[config.mk]
export PLATFORM = sky130hd
export DESIGN_NAME = pse_top
export DESIGN_NICKNAME = d
export VERILOG_FILES = /design/src/pse_pkg.sv /design/src/pse_top.sv
export SDC_FILE = /design/constraint.sdc
export NUM_CORES = 1
export LEC_CHECK = 0
export BUFFER_PORTS_ARGS = -buffer_cell sky130_fd_sc_hd__buf_4
export CAP_MARGIN = 20
export CELL_PAD_IN_SITES_DETAIL_PLACEMENT = 2
export CELL_PAD_IN_SITES_GLOBAL_PLACEMENT = 2
export CORE_UTILIZATION = 27
export DETAILED_ROUTE_END_ITERATION = 6
export GPL_TIMING_DRIVEN = 1
export HOLD_SLACK_MARGIN = 0.06
export PLACE_DENSITY = 0.91
export SETUP_SLACK_MARGIN = 0.5
export SYNTH_ARGS = -nofsm -noshare
export SYNTH_HDL_FRONTEND = slang
export SYNTH_SLANG_ARGS = --single-unit
[constraint.sdc]
create_clock -name I_SYS_CLK -period 2.6 [get_ports I_SYS_CLK]
set_input_delay 0 -clock I_SYS_CLK [delete_from_list [all_inputs] [get_ports I_SYS_CLK]]
set_output_delay 0 -clock I_SYS_CLK [all_outputs]
set_load 0.02 [all_outputs]
[src/pse_pkg.sv]
package pse_pkg;

  // register byte offsets
  localparam logic [7:0] OFF_CMD = 8'h00;
  localparam logic [7:0] OFF_BCTL = 8'h04;
  localparam logic [7:0] OFF_STAT = 8'h08;
  localparam logic [7:0] OFF_CAUSE = 8'h0c;
  localparam logic [7:0] OFF_DIS = 8'h10;

  // command register fields
  localparam int CMD_PERR_BIT = 0;
  localparam int CMD_SERR_BIT = 1;
  // bridge control fields
  localparam int BCTL_PERR_BIT = 0;
  localparam int BCTL_FWD_BIT = 1;
  localparam int BCTL_MTO_BIT = 2;
  // status fields, write one to clear
  localparam int STAT_SIG_BIT = 0;
  localparam int STAT_RCV_BIT = 1;

  // event indices in cause and disable registers
  localparam int EV_W = 8;
  localparam int EV_PARITY = 0;
  localparam int EV_TABORT = 1;
  localparam int EV_MABORT = 2;
  localparam int EV_PW_RETRY = 3;
  localparam int EV_DW_RETRY = 4;
  localparam int EV_DR_RETRY = 5;
  localparam int EV_MTIMEOUT = 6;
  localparam int EV_SEC_SERR = 7;
  // events maskable through the disable register
  localparam logic [7:0] DIS_MASKABLE = 8'h3f;

  // reset values
  localparam logic [1:0] CMD_RST = 2'h0;
  localparam logic [2:0] BCTL_RST = 3'h0;
  localparam logic [7:0] DIS_RST = 8'h00;

  typedef struct packed {
    logic serr_en;
    logic perr_rsp;
  } pse_cmd_s;

  typedef struct packed {
    logic mto_en;
    logic fwd_en;
    logic perr_rsp;
  } pse_bctl_s;

  // one bus side's transaction context
  typedef struct packed {
    logic wr_tgt;
    logic rd_init;
    logic dperr;
  } pse_side_s;

  // open-drain / sustained tri-state pin drive
  typedef struct packed {
    logic lvl_n;
    logic oe;
  } pse_pin_s;

endpackage : pse_pkg

[src/pse_top.sv]
// Decided for this implementation: the address map and register access over APB.
`timescale 1ns/1ps
module pse_top #(
  parameter int ADDR_W = 12
) (
  // clock and reset
  input wire logic I_SYS_CLK,
  input wire logic I_RST_N,
  // apb slave
  input wire logic I_PSEL,
  input wire logic I_PENABLE,
  input wire logic I_PWRITE,
  input wire logic [ADDR_W-1:0] I_PADDR,
  input wire logic [31:0] I_PWDATA,
  output logic [31:0] O_PRDATA,
  output logic O_PREADY,
  output logic O_PSLVERR,
  // transaction context per bus side
  input wire pse_pkg::pse_side_s I_PRI_CTX,
  input wire pse_pkg::pse_side_s I_SEC_CTX,
  // delayed write completion phases on target bus
  input wire logic I_DS_DWR_CPL,
  input wire logic I_US_DWR_CPL,
  // posted write data phases on target bus
  input wire logic I_DS_PWR,
  input wire logic I_US_PWR,
  input wire logic I_PWR_TGT_DET,
  // queue events
  input wire logic I_PWR_TABORT,
  input wire logic I_PWR_MABORT,
  input wire logic I_PWR_RETRY_EXP,
  input wire logic I_DWR_RETRY_EXP,
  input wire logic I_DRD_RETRY_EXP,
  input wire logic I_MTIMEOUT,
  // bus error pins, inputs
  input wire logic I_PRI_PARITY_ERR_N,
  input wire logic I_SEC_PARITY_ERR_N,
  input wire logic I_SEC_SYSTEM_ERR_N,
  // bus error pins, outputs
  output logic O_PRI_PARITY_ERR_N,
  output logic O_PRI_PARITY_ERR_OE,
  output logic O_SEC_PARITY_ERR_N,
  output logic O_SEC_PARITY_ERR_OE,
  output logic O_PRI_SYSTEM_ERR_N,
  output logic O_PRI_SYSTEM_ERR_OE
);

  // offsets up to 0x10 need five address bits
  if (ADDR_W < 5 || ADDR_W > 32)
  begin : g_bad_addr_w
    $error("pse_top: ADDR_W must be 5..32");
  end

  pse_pkg::pse_cmd_s cmd_r;
  pse_pkg::pse_bctl_s bctl_r;
  logic [1:0] stat_r;
  logic [pse_pkg::EV_W-1:0] cause_r;
  logic [pse_pkg::EV_W-1:0] dis_r;
  logic [31:0] rdata_r;
  logic err_r;
  // turnaround state of one parity pin
  typedef struct packed {
    logic asrt;
    logic hold;
  } pse_pin_pair_s;

  pse_pin_pair_s pri_perr_r;
  pse_pin_pair_s sec_perr_r;
  logic pri_serr_r;

  function automatic logic [pse_pkg::EV_W-1:0] ev_gate(
    input logic [pse_pkg::EV_W-1:0] ev,
    input logic [pse_pkg::EV_W-1:0] dis,
    input pse_pkg::pse_bctl_s bc
  );
    logic [pse_pkg::EV_W-1:0] g;
    g = ev & ~(dis & pse_pkg::DIS_MASKABLE);
    g[pse_pkg::EV_MTIMEOUT] = ev[pse_pkg::EV_MTIMEOUT] & bc.mto_en;
    g[pse_pkg::EV_SEC_SERR] = ev[pse_pkg::EV_SEC_SERR] & bc.fwd_en;
    return g;
  endfunction : ev_gate

  function automatic logic addr_hit(
    input logic [ADDR_W-1:0] a,
    input logic [7:0] off
  );
    return a == ADDR_W'(off);
  endfunction : addr_hit

  // apb decode
  logic setup;
  logic wr_acc;
  logic sel_cmd;
  logic sel_bctl;
  logic sel_stat;
  logic sel_cause;
  logic sel_dis;
  logic mapped;

  assign setup = I_PSEL & ~I_PENABLE;
  assign wr_acc = I_PSEL & I_PENABLE & I_PWRITE;
  assign sel_cmd = addr_hit(I_PADDR, pse_pkg::OFF_CMD);
  assign sel_bctl = addr_hit(I_PADDR, pse_pkg::OFF_BCTL);
  assign sel_stat = addr_hit(I_PADDR, pse_pkg::OFF_STAT);
  assign sel_cause = addr_hit(I_PADDR, pse_pkg::OFF_CAUSE);
  assign sel_dis = addr_hit(I_PADDR, pse_pkg::OFF_DIS);
  assign mapped = sel_cmd | sel_bctl | sel_stat | sel_cause | sel_dis;

  // read data prepared in setup so the access phase answers from flops
  assign O_PREADY = 1'b1;
  assign O_PRDATA = rdata_r;
  assign O_PSLVERR = I_PSEL & I_PENABLE & err_r;

  // error decisions
  logic pri_active;
  logic sec_active;
  logic pri_perr_fire;
  logic sec_perr_fire;
  logic pwr_parity;
  logic [pse_pkg::EV_W-1:0] ev_raw;
  logic [pse_pkg::EV_W-1:0] ev_ok;
  logic serr_fire;
  logic sec_serr_seen;

  assign pri_active = I_PRI_CTX.wr_tgt | I_PRI_CTX.rd_init;
  assign sec_active = I_SEC_CTX.wr_tgt | I_SEC_CTX.rd_init;

  assign pri_perr_fire = cmd_r.perr_rsp &
    ((pri_active & I_PRI_CTX.dperr) |
     (I_DS_DWR_CPL & ~I_SEC_PARITY_ERR_N & bctl_r.perr_rsp));

  assign sec_perr_fire = bctl_r.perr_rsp &
    ((sec_active & I_SEC_CTX.dperr) |
     (I_US_DWR_CPL & ~I_PRI_PARITY_ERR_N & cmd_r.perr_rsp));

  assign pwr_parity = cmd_r.perr_rsp & bctl_r.perr_rsp & ~I_PWR_TGT_DET &
    ((I_US_PWR & ~I_PRI_PARITY_ERR_N) | (I_DS_PWR & ~I_SEC_PARITY_ERR_N));

  assign sec_serr_seen = ~I_SEC_SYSTEM_ERR_N;

  always_comb
  begin
    ev_raw = '0;
    ev_raw[pse_pkg::EV_PARITY] = pwr_parity;
    ev_raw[pse_pkg::EV_TABORT] = I_PWR_TABORT;
    ev_raw[pse_pkg::EV_MABORT] = I_PWR_MABORT;
    ev_raw[pse_pkg::EV_PW_RETRY] = I_PWR_RETRY_EXP;
    ev_raw[pse_pkg::EV_DW_RETRY] = I_DWR_RETRY_EXP;
    ev_raw[pse_pkg::EV_DR_RETRY] = I_DRD_RETRY_EXP;
    ev_raw[pse_pkg::EV_MTIMEOUT] = I_MTIMEOUT;
    ev_raw[pse_pkg::EV_SEC_SERR] = sec_serr_seen;
  end

  assign ev_ok = ev_gate(ev_raw, dis_r, bctl_r);
  assign serr_fire = cmd_r.serr_en & (|ev_ok);

  // apb read path
  always_ff @(posedge I_SYS_CLK or negedge I_RST_N)
  begin
    if (!I_RST_N)
    begin
      rdata_r <= 32'h0000_0000;
      err_r <= 1'b0;
    end
    else if (setup)
    begin
      err_r <= ~mapped;
      rdata_r <= 32'h0000_0000;
      if (!I_PWRITE)
      begin
        if (sel_cmd)
          rdata_r <= {30'h0000_0000, cmd_r};
        else if (sel_bctl)
          rdata_r <= {29'h0000_0000, bctl_r};
        else if (sel_stat)
          rdata_r <= {30'h0000_0000, stat_r};
        else if (sel_cause)
          rdata_r <= {24'h00_0000, cause_r};
        else if (sel_dis)
          rdata_r <= {24'h00_0000, dis_r};
      end
    end
  end

  // control registers
  always_ff @(posedge I_SYS_CLK or negedge I_RST_N)
  begin
    if (!I_RST_N)
    begin
      cmd_r <= pse_pkg::CMD_RST;
      bctl_r <= pse_pkg::BCTL_RST;
      dis_r <= pse_pkg::DIS_RST;
    end
    else if (wr_acc)
    begin
      if (sel_cmd)
        cmd_r <= I_PWDATA[1:0];
      if (sel_bctl)
        bctl_r <= I_PWDATA[2:0];
      if (sel_dis)
        dis_r <= I_PWDATA[7:0] & pse_pkg::DIS_MASKABLE;
    end
  end

  // sticky status; a new event in the clearing cycle wins
  logic [1:0] stat_clr;
  logic [1:0] stat_set;
  logic [pse_pkg::EV_W-1:0] cause_clr;

  assign stat_clr = (wr_acc & sel_stat) ? I_PWDATA[1:0] : 2'h0;
  assign cause_clr = (wr_acc & sel_cause) ? I_PWDATA[7:0] : 8'h00;
  assign stat_set = {sec_serr_seen, serr_fire};

  always_ff @(posedge I_SYS_CLK or negedge I_RST_N)
  begin
    if (!I_RST_N)
      stat_r <= 2'h0;
    else
      stat_r <= (stat_r & ~stat_clr) | stat_set;
  end

  // cause recorded only for reported events
  always_ff @(posedge I_SYS_CLK or negedge I_RST_N)
  begin
    if (!I_RST_N)
      cause_r <= 8'h00;
    else
      cause_r <= (cause_r & ~cause_clr) | (serr_fire ? ev_ok : 8'h00);
  end

  // primary parity pin: low one clock, then driven high before release
  always_ff @(posedge I_SYS_CLK or negedge I_RST_N)
  begin
    if (!I_RST_N)
      pri_perr_r <= '0;
    else
    begin
      pri_perr_r.asrt <= pri_perr_fire;
      pri_perr_r.hold <= pri_perr_r.asrt & ~pri_perr_fire;
    end
  end

  always_ff @(posedge I_SYS_CLK or negedge I_RST_N)
  begin
    if (!I_RST_N)
      sec_perr_r <= '0;
    else
    begin
      sec_perr_r.asrt <= sec_perr_fire;
      sec_perr_r.hold <= sec_perr_r.asrt & ~sec_perr_fire;
    end
  end

  // system error is open drain, one clock low per report
  always_ff @(posedge I_SYS_CLK or negedge I_RST_N)
  begin
    if (!I_RST_N)
      pri_serr_r <= 1'b0;
    else
      pri_serr_r <= serr_fire;
  end

  assign O_PRI_PARITY_ERR_N = ~pri_perr_r.asrt;
  assign O_PRI_PARITY_ERR_OE = pri_perr_r.asrt | pri_perr_r.hold;
  assign O_SEC_PARITY_ERR_N = ~sec_perr_r.asrt;
  assign O_SEC_PARITY_ERR_OE = sec_perr_r.asrt | sec_perr_r.hold;
  // pin level low whenever enabled; open drain never drives high
  assign O_PRI_SYSTEM_ERR_N = ~pri_serr_r;
  assign O_PRI_SYSTEM_ERR_OE = pri_serr_r;
endmodule : pse_top

Word-level counts from Yosys, hierarchy flattened:

Index checks and enable logic that the tools add are counted.
Widths: inputs -> output; s select.

* bits in registers: 59
* input bits: 69
* output and inout port bits: 40
* word-level logic and storage cells: 87

* eq/ne operators: 4
* multiplexer cells: 9
* bitwise logic cells: 54
* reductions and logical operators: 5

Operators by type and width (number)
* $mux 8: 7
* $and 1x1->1: 24
* $eq 12x4->1 const B: 2
* $eq 12x3->1 const B: 1
* $eq 12x5->1 const B: 1
* $logic_not 12->1: 1
* $not 1->1: 11
* $or 1x1->1: 11
* $and 8x8->8: 1
* $not 8->8: 1
* $or 8x8->8: 1
* $reduce_or 8->1: 1
* $and 6x6->6: 1
* $mux 6: 1
* $not 6->6: 1
* $reduce_and 2->1: 3
* $and 2x2->2: 1
* $mux 2: 1
* $not 2->2: 1
* $or 2x2->2: 1

Longest topological paths before layout:

* depth in word-level cells: 9
* mapped depth: 7
* mapped depth without buffers: 4

Least setup slack after synthesis:

No wires, ideal clock.

* path type: input to register
* start: input port I_PADDR[6]
* end: register bctl_r[0] (netlist name)
* library setup time: 125 ps
* arrival time: 1142 ps
* slack: 1332 ps
* stages on the path: 4
* cell sequence: nor4_4 and3b_2 and4b_4 mux2_4

* word-level cells in the longest chain between the ends: 2

Ends and longest elaborated chain
* start, declared: line pse_top.sv:13 `input wire logic [ADDR_W-1:0] I_PADDR,`
* $eq 12x3->1: line pse_top.sv:87 `return a == ADDR_W'(off);`
* $reduce_and 2->1 (no line)
* end signal, assigned: line pse_top.sv:191 `bctl_r <= pse_pkg::BCTL_RST;`
* end signal, assigned: line pse_top.sv:199 `bctl_r <= I_PWDATA[2:0];`
* end, declared: line pse_top.sv:55 `pse_pkg::pse_bctl_s bctl_r;`

No other way between the ends.
A chain may end at the register's enable or synchronous reset.

Final worst setup path:

* start: register bctl_r[0] (netlist name)
* end: register pri_perr_r[1] (netlist name)

* word-level cells in the longest chain between the ends: 3

Ends and longest elaborated chain
* $and 1x1->1: line pse_top.sv:130 `(I_DS_DWR_CPL & ~I_SEC_PARITY_ERR_N & bctl_r.perr_rsp));`
* $or 1x1->1: line pse_top.sv:129 `((pri_active & I_PRI_CTX.dperr) |`
* $and 1x1->1: line pse_top.sv:128 `assign pri_perr_fire = cmd_r.perr_rsp &`
* via pri_perr_fire: line pse_top.sv:117 `logic pri_perr_fire;`
* end, declared: line pse_top.sv:67 `pse_pin_pair_s pri_perr_r;`

The timed path passes the listed nets, and every way through them passes these cells.

==> flow_summary_export.csv <==
group,metric,value,unit
status,status,"completed",
grt,overflow,0,
timing,hold_viol,0,
floorplan,die_width,89.1,um
route,route.detailed.drc,0,
synthesis,yosysTopAreaCell,"dfrtp_1",
clock_network,htreeDepth,2,
synthesis,synthTopCellsByArea,"dfrtp_1, buf_4, a22o_1, mux2_2, nand3_1",
timing,setup_tns,0,ns
grt,grt_pass1_wl,10900,um
grt,antenna_found_initial,0,
placed_design,port_buffers,59,
finish,drive_gt1_frac,0.325,
finish,syn_to_final_growth,36.3,%
synthesis,synth_top_area_share,0.428,
grt,track_usage,0.186,
floorplan,num_io_pins,109,
synthesis,synth_warnings,0,
finish,final_cell_area,2790,um^2
timing,rsz0062_at_grt,"false",
placed_design,postPlaceCellArea,2460,um^2
synthesis,synth_common_cells,"dfrtp_1, buf_4, nand3_1, nand2_1, o21ai_0",
timing,finalClockSkew,0.00410,ns
clock_network,postCtsHoldBufs,21,
placed_design,post-place-cells,347,
finish,fillers,828,
route,wire_per_inst,19.2,um
placed_design,gp_congestion,0.769,
critical_path,worst_setup_path_end_kind,"flip-flop",
timing,fin_ws,0.593,ns
clock_network,postCtsResizedCells,0,
floorplan,die_y,89.1,um
synthesis,synth_area_per_cell,10.3,um^2
grt,grt_start_max_net_pins,36,
synthesis,synth.distinct_cells,47,
synthesis,syn_area,2050,um^2
finish,nets,345,
clock_network,cts_tree,"yes",
route,drtPass1Iterations,4,
pwr,p_per_area,449,nW/um^2
critical_path,crit_type,"flip-flop to flip-flop",
timing,fmax,0.498,GHz
route,viasPerCell,4.89,
timing,final.period_utilization,0.772,
floorplan,start_util,0.281,
critical_path,cp_slowest_stage_delay,0.59,ns
critical_path,startpoint_type,"flip-flop",
critical_path,cpMaxStageDelayCell,"dlygate4sd3_1",
synthesis,netlist_instances,199,
flow_run,cap_violations,0,
min_path,holdCritPathClass,"input pin to flip-flop",
timing,finalSetupViolations,0,
pwr,ir_drop,158,uV
grt,grt_pass1_vias,1939,
clock_network,cts_buffer_depth,2,
pwr,power,1.25,mW
placed_design,dpl.hpwl,4720,um
synthesis,ys_seq_area_frac,0.428,
placed_design,pre_cts_ws,0.743,ns
critical_path,crit_chain,"nand3b_1 -> dlygate4sd3_1 -> a21boi_0 -> dlygate4sd3_1",
clock_network,post_cts_buffers,0,
synthesis,synth-edff-count,0,
finish,utilization,0.383,
clock_network,clk_latency,0.29,ns
synthesis,ys_ff_latch,35,
synthesis,synthFlopType,"dfrtp_1",
clock_network,cts.sinks,35,
critical_path,worst_path_most_repeated_cell,"dlygate4sd3_1",
finish,antenna_cells,0,
timing,min_period,2.01,ns
route,vias,1837,
clock_network,cts_buffers,5,
clock_network,path_clk_slew,0.08,ns
synthesis,synth.most_common_cell,"dfrtp_1",
timing,report.final.slew_viol_count,0,
critical_path,path_max_fanout,5,
synthesis,synthArstFlopShare,1.00,
floorplan,core,7290,um^2
timing,tightest_slew,0.678,ns
floorplan,die-area,7940,um^2
pwr,p_leak,1.29,nW
critical_path,ff2ff_setup_slack,0.59,ns
route,drt-total-wl,7240,um
critical_path,cp.required,2.83,ns
route,drt_iter0_drc,80,
timing,slew_headroom,0.536,
timing,hold_ws,0.0551,ns
route,ant_nets,0,
clock_network,cts_root_buf,"clkbuf_8",
finish,final_cells,376,
floorplan,fp-row-count,31,
critical_path,arrival,2.24,ns
-- sequential cells by signal (all words and copies together) (netlist names), 2 cells and up --
signal      count
O_PRDATA        8
cause_r         8
dis_r           6
bctl_r          3
cmd_r           2
pri_perr_r      2
sec_perr_r      2
stat_r          2
-- cell type report --
type	count	area, um^2	share of cell area
Multi-Input combinational cell	145	983	0.352
Tap cell	99	124	0.0444
Timing Repair Buffer	81	661	0.237
Clock buffer	6	82.6	0.0296
Clock inverter	2	35.0	0.0126
Sequential cell	35	876	0.314
Inverter	8	30.0	0.0108
-- per-layer routing --
layer,vias up,wire length (um),GRT usage,part of all wire
met5,-,0,0,0
met4,0,80,0.0505,0.011
met3,9,356,0.0249,0.049
met2,65,3960,0.345,0.55
met1,944,2840,0.226,0.39
li1,819,-,-,-
-- worst max-delay path: cells and delay by family (launching register included) --
kind / cells / cell delay (ns)
DFF: 1 / 0.44
and+or+nand+nor: 1 / 0.10
AOI/OAI and AO/OA: 1 / 0.24
buffers and inverters: 2 / 1.16
-- power by group --
group          switching (mW)  internal, mW  total (mW)
combinational           0.105        0.0758       0.181
sequential            0.00284         0.548       0.551
clock                   0.211         0.310       0.521
-- layout by cell type (no fill, tap or decap), types with 2 or more instances in the layout --
cell	n
o21ai_1	2
nand2b_1	8
or2_2	2
conb_1	25
nand4_1	5
o21ai_0	10
nand3_1	14
mux2_2	7
dfrtp_1	35
a32o_1	3
a2111oi_0	2
a221o_1	2
buf_4	60
a22o_1	9
o31a_1	2
nor2b_1	6
nor2_1	6
mux2_4	3
nand3b_1	2
clkbuf_8	6
dlygate4sd3_1	21
o2bb2ai_1	4
inv_1	8
a21boi_0	2
nand2_1	11
-- logic make-up (layout without fill, tap and decap cells) --
family                 Yosys count  in the layout  synth area share
AND/OR/NAND/NOR                 65             65             0.194
AO/OA/AOI/OAI                   45             45             0.180
buffers and inverters           42             97             0.134
flip-flops                      35             35             0.428
multiplexers                    10             10            0.0605
other                            2             25           0.00367
-- path summary, 6_finish.rpt --
| kind | cells past startpoint | start | endpoint |
|---|---|---|---|
| max | 4 | bctl_r[0]$_DFFE_PN0P_ | pri_perr_r[1]$_DFF_PN0_ |
| min | 3 | I_PWR_TABORT | cause_r[1]$_DFF_PN0_ |
| max reg2reg | 4 | bctl_r[0]$_DFFE_PN0P_ | pri_perr_r[1]$_DFF_PN0_ |
| min reg2reg | 2 | O_PRDATA[7]$_DFFE_PN0P_ | O_PRDATA[7]$_DFFE_PN0P_ |
| max in group asynchronous | 2 | I_RST_N | dis_r[1]$_DFFE_PN0P_ |
| min in group asynchronous | 2 | I_RST_N | O_PRDATA[0]$_DFFE_PN0P_ |
Note: power is estimated with default switching activity, not from simulation.
